### src/pkg/pid_pkg.sv
// Purpose: Shared constants and types for the pair identification logic.
// Assumes: One frame tick per received/transmitted frame overhead slot.
// Notes:   Indicator bits are carried as a three-bit one-hot vector per pair.
package pid_pkg;
  localparam int          PID_PAIRS     = 3;
  localparam int          PID_ZW        = 3;
  localparam int          PID_CW        = 3;
  localparam logic [2:0]  PID_RUN_LEN   = 3'h6;
  localparam logic [2:0]  PID_CNT_ZERO  = 3'h0;
  localparam logic [2:0]  PID_CNT_ONE   = 3'h1;
  localparam logic [2:0]  PID_ALL_ONES  = 3'h7;
  localparam logic [2:0]  PID_NONE      = 3'h0;
  localparam logic [1:0]  PID_NUM_NONE  = 2'h0;
  localparam logic [1:0]  PID_NUM_ONE   = 2'h1;
  localparam logic [1:0]  PID_NUM_TWO   = 2'h2;
  localparam logic [1:0]  PID_NUM_THREE = 2'h3;
  localparam logic [2:0]  PID_PAT_ONE   = 3'h1;
  localparam logic [2:0]  PID_PAT_TWO   = 3'h2;
  localparam logic [2:0]  PID_PAT_THREE = 3'h4;
  localparam int          PID_FRAME_MS  = 6;
  localparam int          PID_MIN_FRAMES = 12;
  localparam int          PID_MIN_MS    = PID_MIN_FRAMES * PID_FRAME_MS;

  typedef logic [PID_ZW-1:0] pid_zbits_t;

  // Checks one-hot pattern validity for the system size (3-pair or 2-pair).
  function automatic logic pid_valid(input pid_zbits_t z, input logic three_pair);
    if (three_pair) begin
      pid_valid = (z == PID_PAT_ONE) || (z == PID_PAT_TWO) || (z == PID_PAT_THREE);
    end else begin
      pid_valid = (z == PID_PAT_ONE) || (z == PID_PAT_TWO);
    end
  endfunction

  // Maps a pair number 1..3 onto its one-hot indicator pattern.
  function automatic pid_zbits_t pid_pattern(input logic [1:0] num);
    case (num)
      PID_NUM_ONE:   pid_pattern = PID_PAT_ONE;
      PID_NUM_TWO:   pid_pattern = PID_PAT_TWO;
      PID_NUM_THREE: pid_pattern = PID_PAT_THREE;
      default:       pid_pattern = PID_NONE;
    endcase
  endfunction
endpackage

### src/pkg/pid_link_if.sv
`timescale 1ns/1ps
// Purpose: Per-pair indicator bit carrier between exchange and customer ends.
// Assumes: A regenerator, if present, passes the bits unchanged.
// Notes:   frame_tick marks the overhead slot of each frame on every pair.
interface pid_link_if;
  import pid_pkg::*;
  logic                     frame_tick;
  logic [PID_PAIRS-1:0]     pair_active_xch;
  logic [PID_PAIRS-1:0]     pair_active_cus;
  pid_zbits_t               z_down [PID_PAIRS];
  pid_zbits_t               z_up   [PID_PAIRS];
  modport exchange (output z_down, input z_up, input frame_tick, input pair_active_xch);
  modport customer (input z_down, output z_up, input frame_tick, input pair_active_cus);
endinterface

### src/core/pid_customer_end.sv
`timescale 1ns/1ps
// Purpose: Customer-side unit: learns each pair's number from received bits.
// Assumes: Two-pair or three-pair 2048 kbit/s system; six-frame runs.
// Notes:   Transparency rises once every installed pair holds a unique pattern and the patterns in use form the full set for the system size.
//
// Function
// Only multi-pair 2048 kbit/s systems use this.
// Each installed pair evaluated independently.
// Regenerator forwards indicator bits unchanged.
// Exchange pairs preset numbers 1..3 or 1..2.
// Customer pair number learnt from received bits.
// Exchange loads bits on active state.
// Three-pair: one-hot bit at position m.
// Two-pair: 1,0 and 0,1.
// Customer sends all ones until matched.
// Customer examines bits only when active.
// Six valid frames, pattern unused elsewhere.
// Customer echoes matched pattern whole activation.
// Customer transparent after complete valid matrix.
// Exchange first sees all ones returned.
// Exchange acknowledges own pattern six frames.
// Exchange transparent after all pairs acknowledged.
// At least twelve frames before transparency.
// Bad frame restarts count; inactive clears.
module pid_customer_end (
  // Clock and reset.
  input  wire logic                          mclk,
  input  wire logic                          reset,
  // Configuration.
  input  wire logic                          three_pair,
  input  wire logic [pid_pkg::PID_PAIRS-1:0] installed,
  // Link.
  pid_link_if.customer                       link,
  // User side.
  output logic                               transparent,
  output logic [1:0]                         pair_num [pid_pkg::PID_PAIRS]
);
  import pid_pkg::*;
  typedef struct packed {
    logic [PID_PAIRS-1:0]       done;
    pid_zbits_t [PID_PAIRS-1:0] echo;
    logic [PID_PAIRS-1:0][1:0]  num;
    logic                       transp;
  } pid_cus_t;
  // Every pair sends all ones back until it has matched a pattern.
  localparam pid_cus_t PID_CUS_RESET = '{
    done:   '0,
    echo:   {PID_PAIRS{PID_ALL_ONES}},
    num:    '0,
    transp: 1'b0
  };

  // Turns a one-hot indicator pattern back into its pair number.
  function automatic logic [1:0] pid_num_of(input pid_zbits_t z);
    case (z)
      PID_PAT_ONE:   pid_num_of = PID_NUM_ONE;
      PID_PAT_TWO:   pid_num_of = PID_NUM_TWO;
      PID_PAT_THREE: pid_num_of = PID_NUM_THREE;
      default:       pid_num_of = PID_NUM_NONE;
    endcase
  endfunction

  // Gives the set of patterns that forms a complete matrix for the system size.
  function automatic pid_zbits_t pid_full_set(input logic three_pair_sys);
    if (three_pair_sys) begin
      pid_full_set = PID_PAT_ONE | PID_PAT_TWO | PID_PAT_THREE;
    end else begin
      pid_full_set = PID_PAT_ONE | PID_PAT_TWO;
    end
  endfunction

  pid_cus_t st_ff;
  pid_cus_t nxt_st;
  logic [PID_PAIRS-1:0] hit;
  pid_zbits_t           run_pat [PID_PAIRS];

  genvar g;
  generate
    for (g = 0; g < PID_PAIRS; g++) begin : gen_pair
      pid_run_counter u_cnt (
        .mclk    (mclk),
        .reset   (reset),
        .clear   (!link.pair_active_cus[g] || st_ff.done[g]), // see
        .tick    (link.frame_tick),
        .ok      (pid_valid(link.z_down[g], three_pair)), // see see
        .pat     (link.z_down[g]),
        .hit     (hit[g]),
        .run_pat (run_pat[g])
      );
      assign link.z_up[g] = st_ff.echo[g]; // see
      assign pair_num[g]  = st_ff.num[g];
    end
  endgenerate

  always_comb begin
    pid_zbits_t used;
    pid_zbits_t matched;
    logic       all_done;
    used     = PID_NONE;
    matched  = PID_NONE;
    all_done = 1'b1;
    nxt_st   = st_ff;
    for (int i = 0; i < PID_PAIRS; i++) begin
      if (st_ff.done[i]) begin
        used = used | st_ff.echo[i];
      end
    end
    matched = used;
    for (int i = 0; i < PID_PAIRS; i++) begin
      if (!link.pair_active_cus[i]) begin
        nxt_st.done[i] = 1'b0;
        nxt_st.echo[i] = PID_ALL_ONES;
        nxt_st.num[i]  = PID_NUM_NONE;
      end else if (!st_ff.done[i] && hit[i] && ((used & run_pat[i]) == PID_NONE)) begin
        // Lower-numbered pairs claim a pattern first when two match at once.
        nxt_st.done[i] = 1'b1; // see
        nxt_st.echo[i] = run_pat[i];
        nxt_st.num[i]  = pid_num_of(run_pat[i]);
        used           = used | run_pat[i];
      end
      if (installed[i] && !st_ff.done[i]) begin
        all_done = 1'b0;
      end
    end
    // A complete matrix needs every pattern of the system size in use.
    nxt_st.transp = all_done && (installed != '0) &&
                    (matched == pid_full_set(three_pair));
  end

  always_ff @(posedge mclk) begin
    if (reset) begin
      st_ff <= PID_CUS_RESET;
    end else begin
      st_ff <= nxt_st;
    end
  end

  assign transparent = st_ff.transp;
endmodule

### src/core/pid_run_counter.sv
`timescale 1ns/1ps
// Purpose: Counts consecutive frames carrying the same valid pattern.
// Assumes: Inputs come from logic on mclk.
// Notes:   hit rises once the run reaches the required length and stays until a bad frame, a new pattern or clear.
module pid_run_counter (
  // Clock and reset.
  input  wire logic              mclk,
  input  wire logic              reset,
  // Frame stream.
  input  wire logic              clear,
  input  wire logic              tick,
  input  wire logic              ok,
  input  wire pid_pkg::pid_zbits_t pat,
  // Result.
  output logic                   hit,
  output pid_pkg::pid_zbits_t    run_pat
);
  import pid_pkg::*;
  typedef struct packed {
    logic [PID_CW-1:0] cnt;
    pid_zbits_t        pat;
  } pid_rc_t;
  pid_rc_t st_ff;
  pid_rc_t nxt_st;

  always_comb begin
    nxt_st = st_ff;
    if (clear) begin
      nxt_st = '0;
    end else if (tick) begin
      if (!ok) begin
        nxt_st.cnt = PID_CNT_ZERO;
      end else if (pat != st_ff.pat) begin
        nxt_st.cnt = PID_CNT_ONE;
        nxt_st.pat = pat;
      end else if (st_ff.cnt != PID_RUN_LEN) begin
        nxt_st.cnt = st_ff.cnt + PID_CNT_ONE;
      end
    end
  end

  always_ff @(posedge mclk) begin
    if (reset) begin
      st_ff <= '0;
    end else begin
      st_ff <= nxt_st;
    end
  end

  assign hit     = (st_ff.cnt == PID_RUN_LEN);
  assign run_pat = st_ff.pat;
endmodule

### src/flat_wrapper.sv
// flat-port wrapper written by rule: the top's interface ports become plain ports
module pid_customer_end_flat import pid_pkg::*;
  (mclk, reset, three_pair, installed, transparent, pair_num, link_z_down, link_z_up, link_frame_tick, link_pair_active_cus);
  pid_link_if link_i ();
  input  wire logic mclk;
  input  wire logic reset;
  input  wire logic three_pair;
  input  wire logic [pid_pkg::PID_PAIRS-1:0] installed;
  output logic transparent;
  output logic [1:0] pair_num[pid_pkg::PID_PAIRS];
  input wire logic [$bits(link_i.z_down)-1:0] link_z_down;
  output wire logic [$bits(link_i.z_up)-1:0] link_z_up;
  input wire logic [$bits(link_i.frame_tick)-1:0] link_frame_tick;
  input wire logic [$bits(link_i.pair_active_cus)-1:0] link_pair_active_cus;
  assign link_i.z_down = {>>{link_z_down}};
  assign link_z_up = {>>{link_i.z_up}};
  assign link_i.frame_tick = link_frame_tick;
  assign link_i.pair_active_cus = link_pair_active_cus;
  pid_customer_end u_core (.mclk(mclk), .reset(reset), .three_pair(three_pair), .installed(installed), .link(link_i), .transparent(transparent), .pair_num(pair_num));
endmodule
### config.mk
export PLATFORM = sky130hd
export DESIGN_NAME = pid_customer_end_flat
export DESIGN_NICKNAME = d
export VERILOG_FILES = /design/src/pkg/pid_pkg.sv /design/src/pkg/pid_link_if.sv /design/src/core/pid_customer_end.sv /design/src/core/pid_run_counter.sv /design/src/flat_wrapper.sv
export SDC_FILE = /design/constraint.sdc
export NUM_CORES = 1
export LEC_CHECK = 0
export BUFFER_PORTS_ARGS = -buffer_cell sky130_fd_sc_hd__buf_2
export CAP_MARGIN = 0
export CORE_ASPECT_RATIO = 1.1
export CORE_MARGIN = 8
export CORE_UTILIZATION = 40
export DETAILED_ROUTE_END_ITERATION = 6
export HOLD_SLACK_MARGIN = 0.12
export SYNTH_ARGS = -nofsm -noshare
export SYNTH_HDL_FRONTEND = slang
export SYNTH_HIERARCHICAL = 1
export SYNTH_SLANG_ARGS = --single-unit
### constraint.sdc
create_clock -name mclk -period 6.7 [get_ports mclk]
set_clock_uncertainty 0.1 [all_clocks]
set_input_delay 1.005 -clock mclk [delete_from_list [all_inputs] [get_ports mclk]]
set_output_delay 1.005 -clock mclk [all_outputs]
set_load 0.005 [all_outputs]
Yosys cells after proc, flatten, opt, wreduce, memory -nomap -nowiden:

Index checks and enable logic that the tools add are counted.
Widths: inputs -> output; s select.

* register bits: 37
* input bits: 19
* output and inout port bits: 16
* logic and storage cells: 128

* add/subtract/negate cells: 3
* eq/ne operators: 31
* multiplexer cells: 26
* bitwise operators: 10
* reductions and logical operators: 42

Operators by type and width (number)
* $mux 3: 17
* $eq 3x3->1 const B: 9
* $eq 3x1->1 const B: 6
* $eq 3x2->1 const B: 6
* $pmux 2 s3: 3
* $or 3x3->3: 4
* $reduce_or 2->1: 6
* $logic_and 1x1->1: 11
* $add 3x1->3 const B: 3
* $and 3x3->3: 3
* $logic_not 3->1: 3
* $logic_or 1x1->1: 9
* $ne 3x1->1 const B: 3
* $ne 3x3->1: 3
* $ne 3x3->1 const B: 3
* $reduce_and 3->1: 3
* $logic_not 1->1: 6
* $mux 1: 6
* $reduce_and 2->1: 3
* $eq 3x3->1: 1
* $not 1->1: 3
* $reduce_bool 3->1: 1

Longest topological paths before layout:

* word-level depth: 18
* mapped depth: 9
* mapped depth without buffers: 8

By module:

Netlist, hierarchy kept.

Modules (own cells, without submodules)
* pid_customer_end: instances 1, cells each 152, area an instance 1268.7 um2, seq. area each 380.4 um2
* pid_run_counter: instances 3, cells each 43, area an instance 357.8 um2, seq. area each 120.1 um2

Least setup slack after synthesis:

OpenSTA, ideal clock, no wires.

* path kind: input port to flip-flop
* start: input link_pair_active_cus[0]
* end: register u_core.st_ff (netlist bit u_core/link.z_up[0])
* setup time: 0.072 ns
* data arrival time: 2.116 ns
* data required time: 6.528 ns
* slack: 4.412 ns
* stages: 5
* path buffers: 0
* cells stage by stage: and3b_2 o221ai_1 or4_4 o2111ai_4 mux2i_1

* word-level cells in the longest chain between the ends: 9
* elaborated cells on any way between the ends: 10
* classes of those cells: mux (3); bitwise (3); reduce/logical (4)

Ends and longest elaborated chain
* start, declared: RTL line flat_wrapper.sv:14 `input wire logic [$bits(link_i.pair_active_cus)-1:0] link_pair_active_cus;`
* $mux 3 (*): RTL line pid_customer_end.sv:110 `if (!link.pair_active_cus[i]) begin`
* $and 3x3->3: RTL line pid_customer_end.sv:114 `end else if (!st_ff.done[i] && hit[i] && ((used & run_pat[i]) == PID_NONE)) begin`
* $logic_not 3->1: RTL line pid_customer_end.sv:114
* $logic_and 1x1->1: RTL line pid_customer_end.sv:114
* $mux 3: RTL line pid_customer_end.sv:114
* $mux 3 (*): RTL line pid_customer_end.sv:110
* $and 3x3->3 (*): RTL line pid_customer_end.sv:114
* $logic_not 3->1 (*): RTL line pid_customer_end.sv:114
* $logic_and 1x1->1 (*): RTL line pid_customer_end.sv:114
* end signal, assigned: RTL line pid_customer_end.sv:134 `st_ff <= nxt_st;`
* end, declared: RTL line pid_customer_end.sv:72 `pid_cus_t st_ff;`

Mark *: on every way between the ends. The rest lies on a longest branch, timed or not.
A chain may end at the register's enable or synchronous reset.

Final worst setup path:

* start: register u_core/st_ff[18] (netlist bit)
* end: register u_core.st_ff (netlist bit u_core/pair_num[1])

* word-level cells in the longest chain between the ends: 14
* elaborated cells on any way between the ends: 18
* classes of those cells: mux (5); bitwise (5); reduce/logical (8)

Ends and longest elaborated chain
* $mux 3: RTL line pid_customer_end.sv:104 `if (st_ff.done[i]) begin`
* $and 3x3->3: RTL line pid_customer_end.sv:114
* $logic_not 3->1: RTL line pid_customer_end.sv:114
* $logic_and 1x1->1: RTL line pid_customer_end.sv:114
* $mux 3: RTL line pid_customer_end.sv:114
* $mux 3: RTL line pid_customer_end.sv:110
* $and 3x3->3: RTL line pid_customer_end.sv:114
* $logic_not 3->1: RTL line pid_customer_end.sv:114
* $logic_and 1x1->1: RTL line pid_customer_end.sv:114
* $mux 3: RTL line pid_customer_end.sv:114
* $mux 3: RTL line pid_customer_end.sv:110
* $and 3x3->3: RTL line pid_customer_end.sv:114
* $logic_not 3->1: RTL line pid_customer_end.sv:114
* $logic_and 1x1->1 (*): RTL line pid_customer_end.sv:114

Marks and branches as above.

==> flow_metrics.env <==
export IMPL_yosys_register_bits=37
export IMPL_routedWlPerCell_um=13.9
export IMPL_cap_violations=0
export IMPL_synthArstFlopShare_pct=0
export IMPL_syn_mean_instance_area_um2=8.34
export IMPL_pwr_share_clk_pct=36.8
export IMPL_cts_tree="built"
export IMPL_synth_nets=306
export IMPL_finalSetupTns_ns=0
export IMPL_hp_class="flop to flop"
export IMPL_cts_clk_slew_worst_paths_ns=0.07
export IMPL_clock_path_buffers=2
export IMPL_io_buffers=34
export IMPL_critical_path_class="flop to flop"
export IMPL_maxSlewViolCount=0
export IMPL_io_pin_count=35
export IMPL_yosys_warnings=6
export IMPL_via_count=1938
export IMPL_antenna_left=0
export IMPL_drt_initial_drc_count=79
export IMPL_power_frac_comb_pct=10.1
export IMPL_dieWidth_um=89.0
export IMPL_outcome="finished clean"
export IMPL_slew_headroom_pct=46.7
export IMPL_ir_drop_v=0.0000669
export IMPL_drt_wl_total_um=5130
export IMPL_synth_cell_type_count=47
export IMPL_drive_gt1_share_pct=19.8
export IMPL_power_internal_mw=0.320
export IMPL_via_per_inst=5.24
export IMPL_tightest_slew_ns=0.799
export IMPL_fin_crit_sh_pct=37.7
export IMPL_fin_crit_ns=2.52
export IMPL_setup_worst_path_start_class="flop"
export IMPL_synthCells=281
export IMPL_num_rows=29
export IMPL_switching_share_pct=24.7
export IMPL_layout_cells_non_filler=370
export IMPL_cts_sinks=37
export IMPL_drc_errors=0
export IMPL_hold_violations=0
export IMPL_post_cts_buffers=0
export IMPL_finalNetCount=318
export IMPL_dp_cells=363
export IMPL_grt_pass1_wl_um=8540
export IMPL_nFillCells=633
export IMPL_ys_flop_type="dfxtp_1"
export IMPL_ctsResizeCount=0
export IMPL_grt_pass1_vias=1783
export IMPL_detailed_place_hpwl_um=3980
export IMPL_p_leak_nw=0.963
export IMPL_max_clock_freq_ghz=0.396
export IMPL_switching_power_mw=0.105
export IMPL_cts_root_buf="clkbuf_8"
export IMPL_postCtsHoldBufs=0
export IMPL_antenna_found_initial=0
export IMPL_core_region_area_mm2=0.00573
export IMPL_die_area_mm2=0.00856
export IMPL_p_per_area_mw_per_mm2=171
export IMPL_grt_overflow_total=0
export IMPL_crit_path_end_kind="flop"
export IMPL_netlist_area_mm2=0.00234
export IMPL_grt_use_total_pct=12.7
export IMPL_seq_area_frac_synth_pct=31.6
export IMPL_chipHeight_um=96.3
export IMPL_area_growth_pct=5.93
export IMPL_required_ns=6.77
export IMPL_worstPathMaxFanout=11
export IMPL_synth_edff_count=0
export IMPL_htree_num_levels=2
export IMPL_grt_max_degree=22
export IMPL_diodes=0
export IMPL_firstDrtPassIters=5
export IMPL_cts_buffers=5
export IMPL_clkLatencyLatePin_ns=0.29
export IMPL_start_util_pct=40.9
export IMPL_critPathArrivalTime_ns=2.59
export IMPL_rsz0062_at_grt="false"
export IMPL_seqPwrFrac_pct=53.0
export IMPL_gp_congestion=0.853
export IMPL_setup_viol=0
layout by cell type (no fill, tap or decap), types with 4 or more instances in the layout:
cell,n
dfxtp_1,37
buf_2,34
nand2_1,27
a21oi_1,23
inv_1,19
nor2_1,17
nand3_1,15
xor2_1,11
mux2i_1,10
o21ai_0,7
clkbuf_8,6
o21a_1,6
ha_1,6
a222oi_1,5
xnor2_1,5
nor2b_1,4
nor3_2,4
nor3_1,4
cell usage after synthesis (all sizes together), types with 7 or more instances:
cell    n  area [µm²]
nand2  27         101
nor3    8        60.1
a21oi  23         115
buf    26         203
dfxtp  37         741
o21ai   7        35.0
nor2   18        70.1
inv    19        71.3
mux2i  10         100
xor2   11        96.3
nand3  15        75.1
state kept, by name (all words and copies together), names as in the netlist:
register and flops:
u_core/link.z_up 9, u_core/gen_pair.u_cnt/st_ff 9, u_core/transparent 1, u_core/gen_pair.u_cnt/run_pat 9
u_core/pair_num 6, u_core/st_ff 3
cells by family after synthesis:
kind of cell | count (synthesis) | synth area share, %
DFF | 37 | 31.6
and+or+nand+nor | 93 | 20.9
muxes | 10 | 4.27
AOI/OAI and AO/OA | 71 | 21.8
xor gates and xnor gates | 16 | 5.98
buffers and inverters | 48 | 12.2
adders and majority gates | 6 | 3.21
final timing paths:
path	start	endpoint	slack, ns	depth (start not counted)
worst max-delay path	u_core/st_ff[18]$_SDFFE_PP0P_	u_core/pair_num[1]$_SDFFE_PP0P_	4.18	5
worst min-delay path	u_core/pair_num[2]$_SDFFE_PP0N_	u_core/pair_num[2]$_SDFFE_PP0N_	0.35	2
worst max register to register	u_core/st_ff[18]$_SDFFE_PP0P_	u_core/pair_num[1]$_SDFFE_PP0P_	4.18	5
worst min register to register	u_core/pair_num[2]$_SDFFE_PP0N_	u_core/pair_num[2]$_SDFFE_PP0N_	0.35	2
power groups by stage:
stage	clock network, mW	logic (mW)	registers, mW
2_1_floorplan	0	0.0298	0.228
3_3_place_gp	0	0.0426	0.231
3_5_place_dp	0	0.0428	0.231
4_1_cts	0.161	0.0431	0.226
5_1_grt	0.171	0.0483	0.226
6_report	0.157	0.0430	0.226
stage by stage:
step,util [%],worst slack [ns],hold slack (ns),instance area [µm²],power (mW)
finish,43.3,4.18,0.348,2480,0.425
detailed placement,41.8,4.03,0.344,2390,0.274
floorplan,-,4.41,0.328,2340,0.258
global placement,41.8,4.07,0.340,2390,0.273
global route,43.3,3.95,0.375,2480,0.446
CTS,43.3,4.17,0.353,2480,0.430
final cells by class:
cell class	count	area, µm²	share of cell area (%)
clock buffers	7	86.3	3.48
inverters	19	71.3	2.87
multi-input cells	196	1320	53.1
flip-flops and latches	37	741	29.9
well taps	77	96.3	3.88
repair buffers	34	170	6.86
worst max-delay path, cell delays in order, from the launching register on:
cell and delay, ns:
dfxtp_1 0.38, a222oi_1 0.68, o221ai_1 0.28, o211ai_2 0.53, o2111ai_4 0.27, mux2i_1 0.17
layer usage:
metal	vias to the layer above	track usage [%]	wire, µm
li1	996	-	-
met1	907	16.4	2380
met2	27	19.8	2430
met3	8	2.99	247
met4	0	5.55	80
met5	-	0	0
Power figures use the tool's default switching activity.
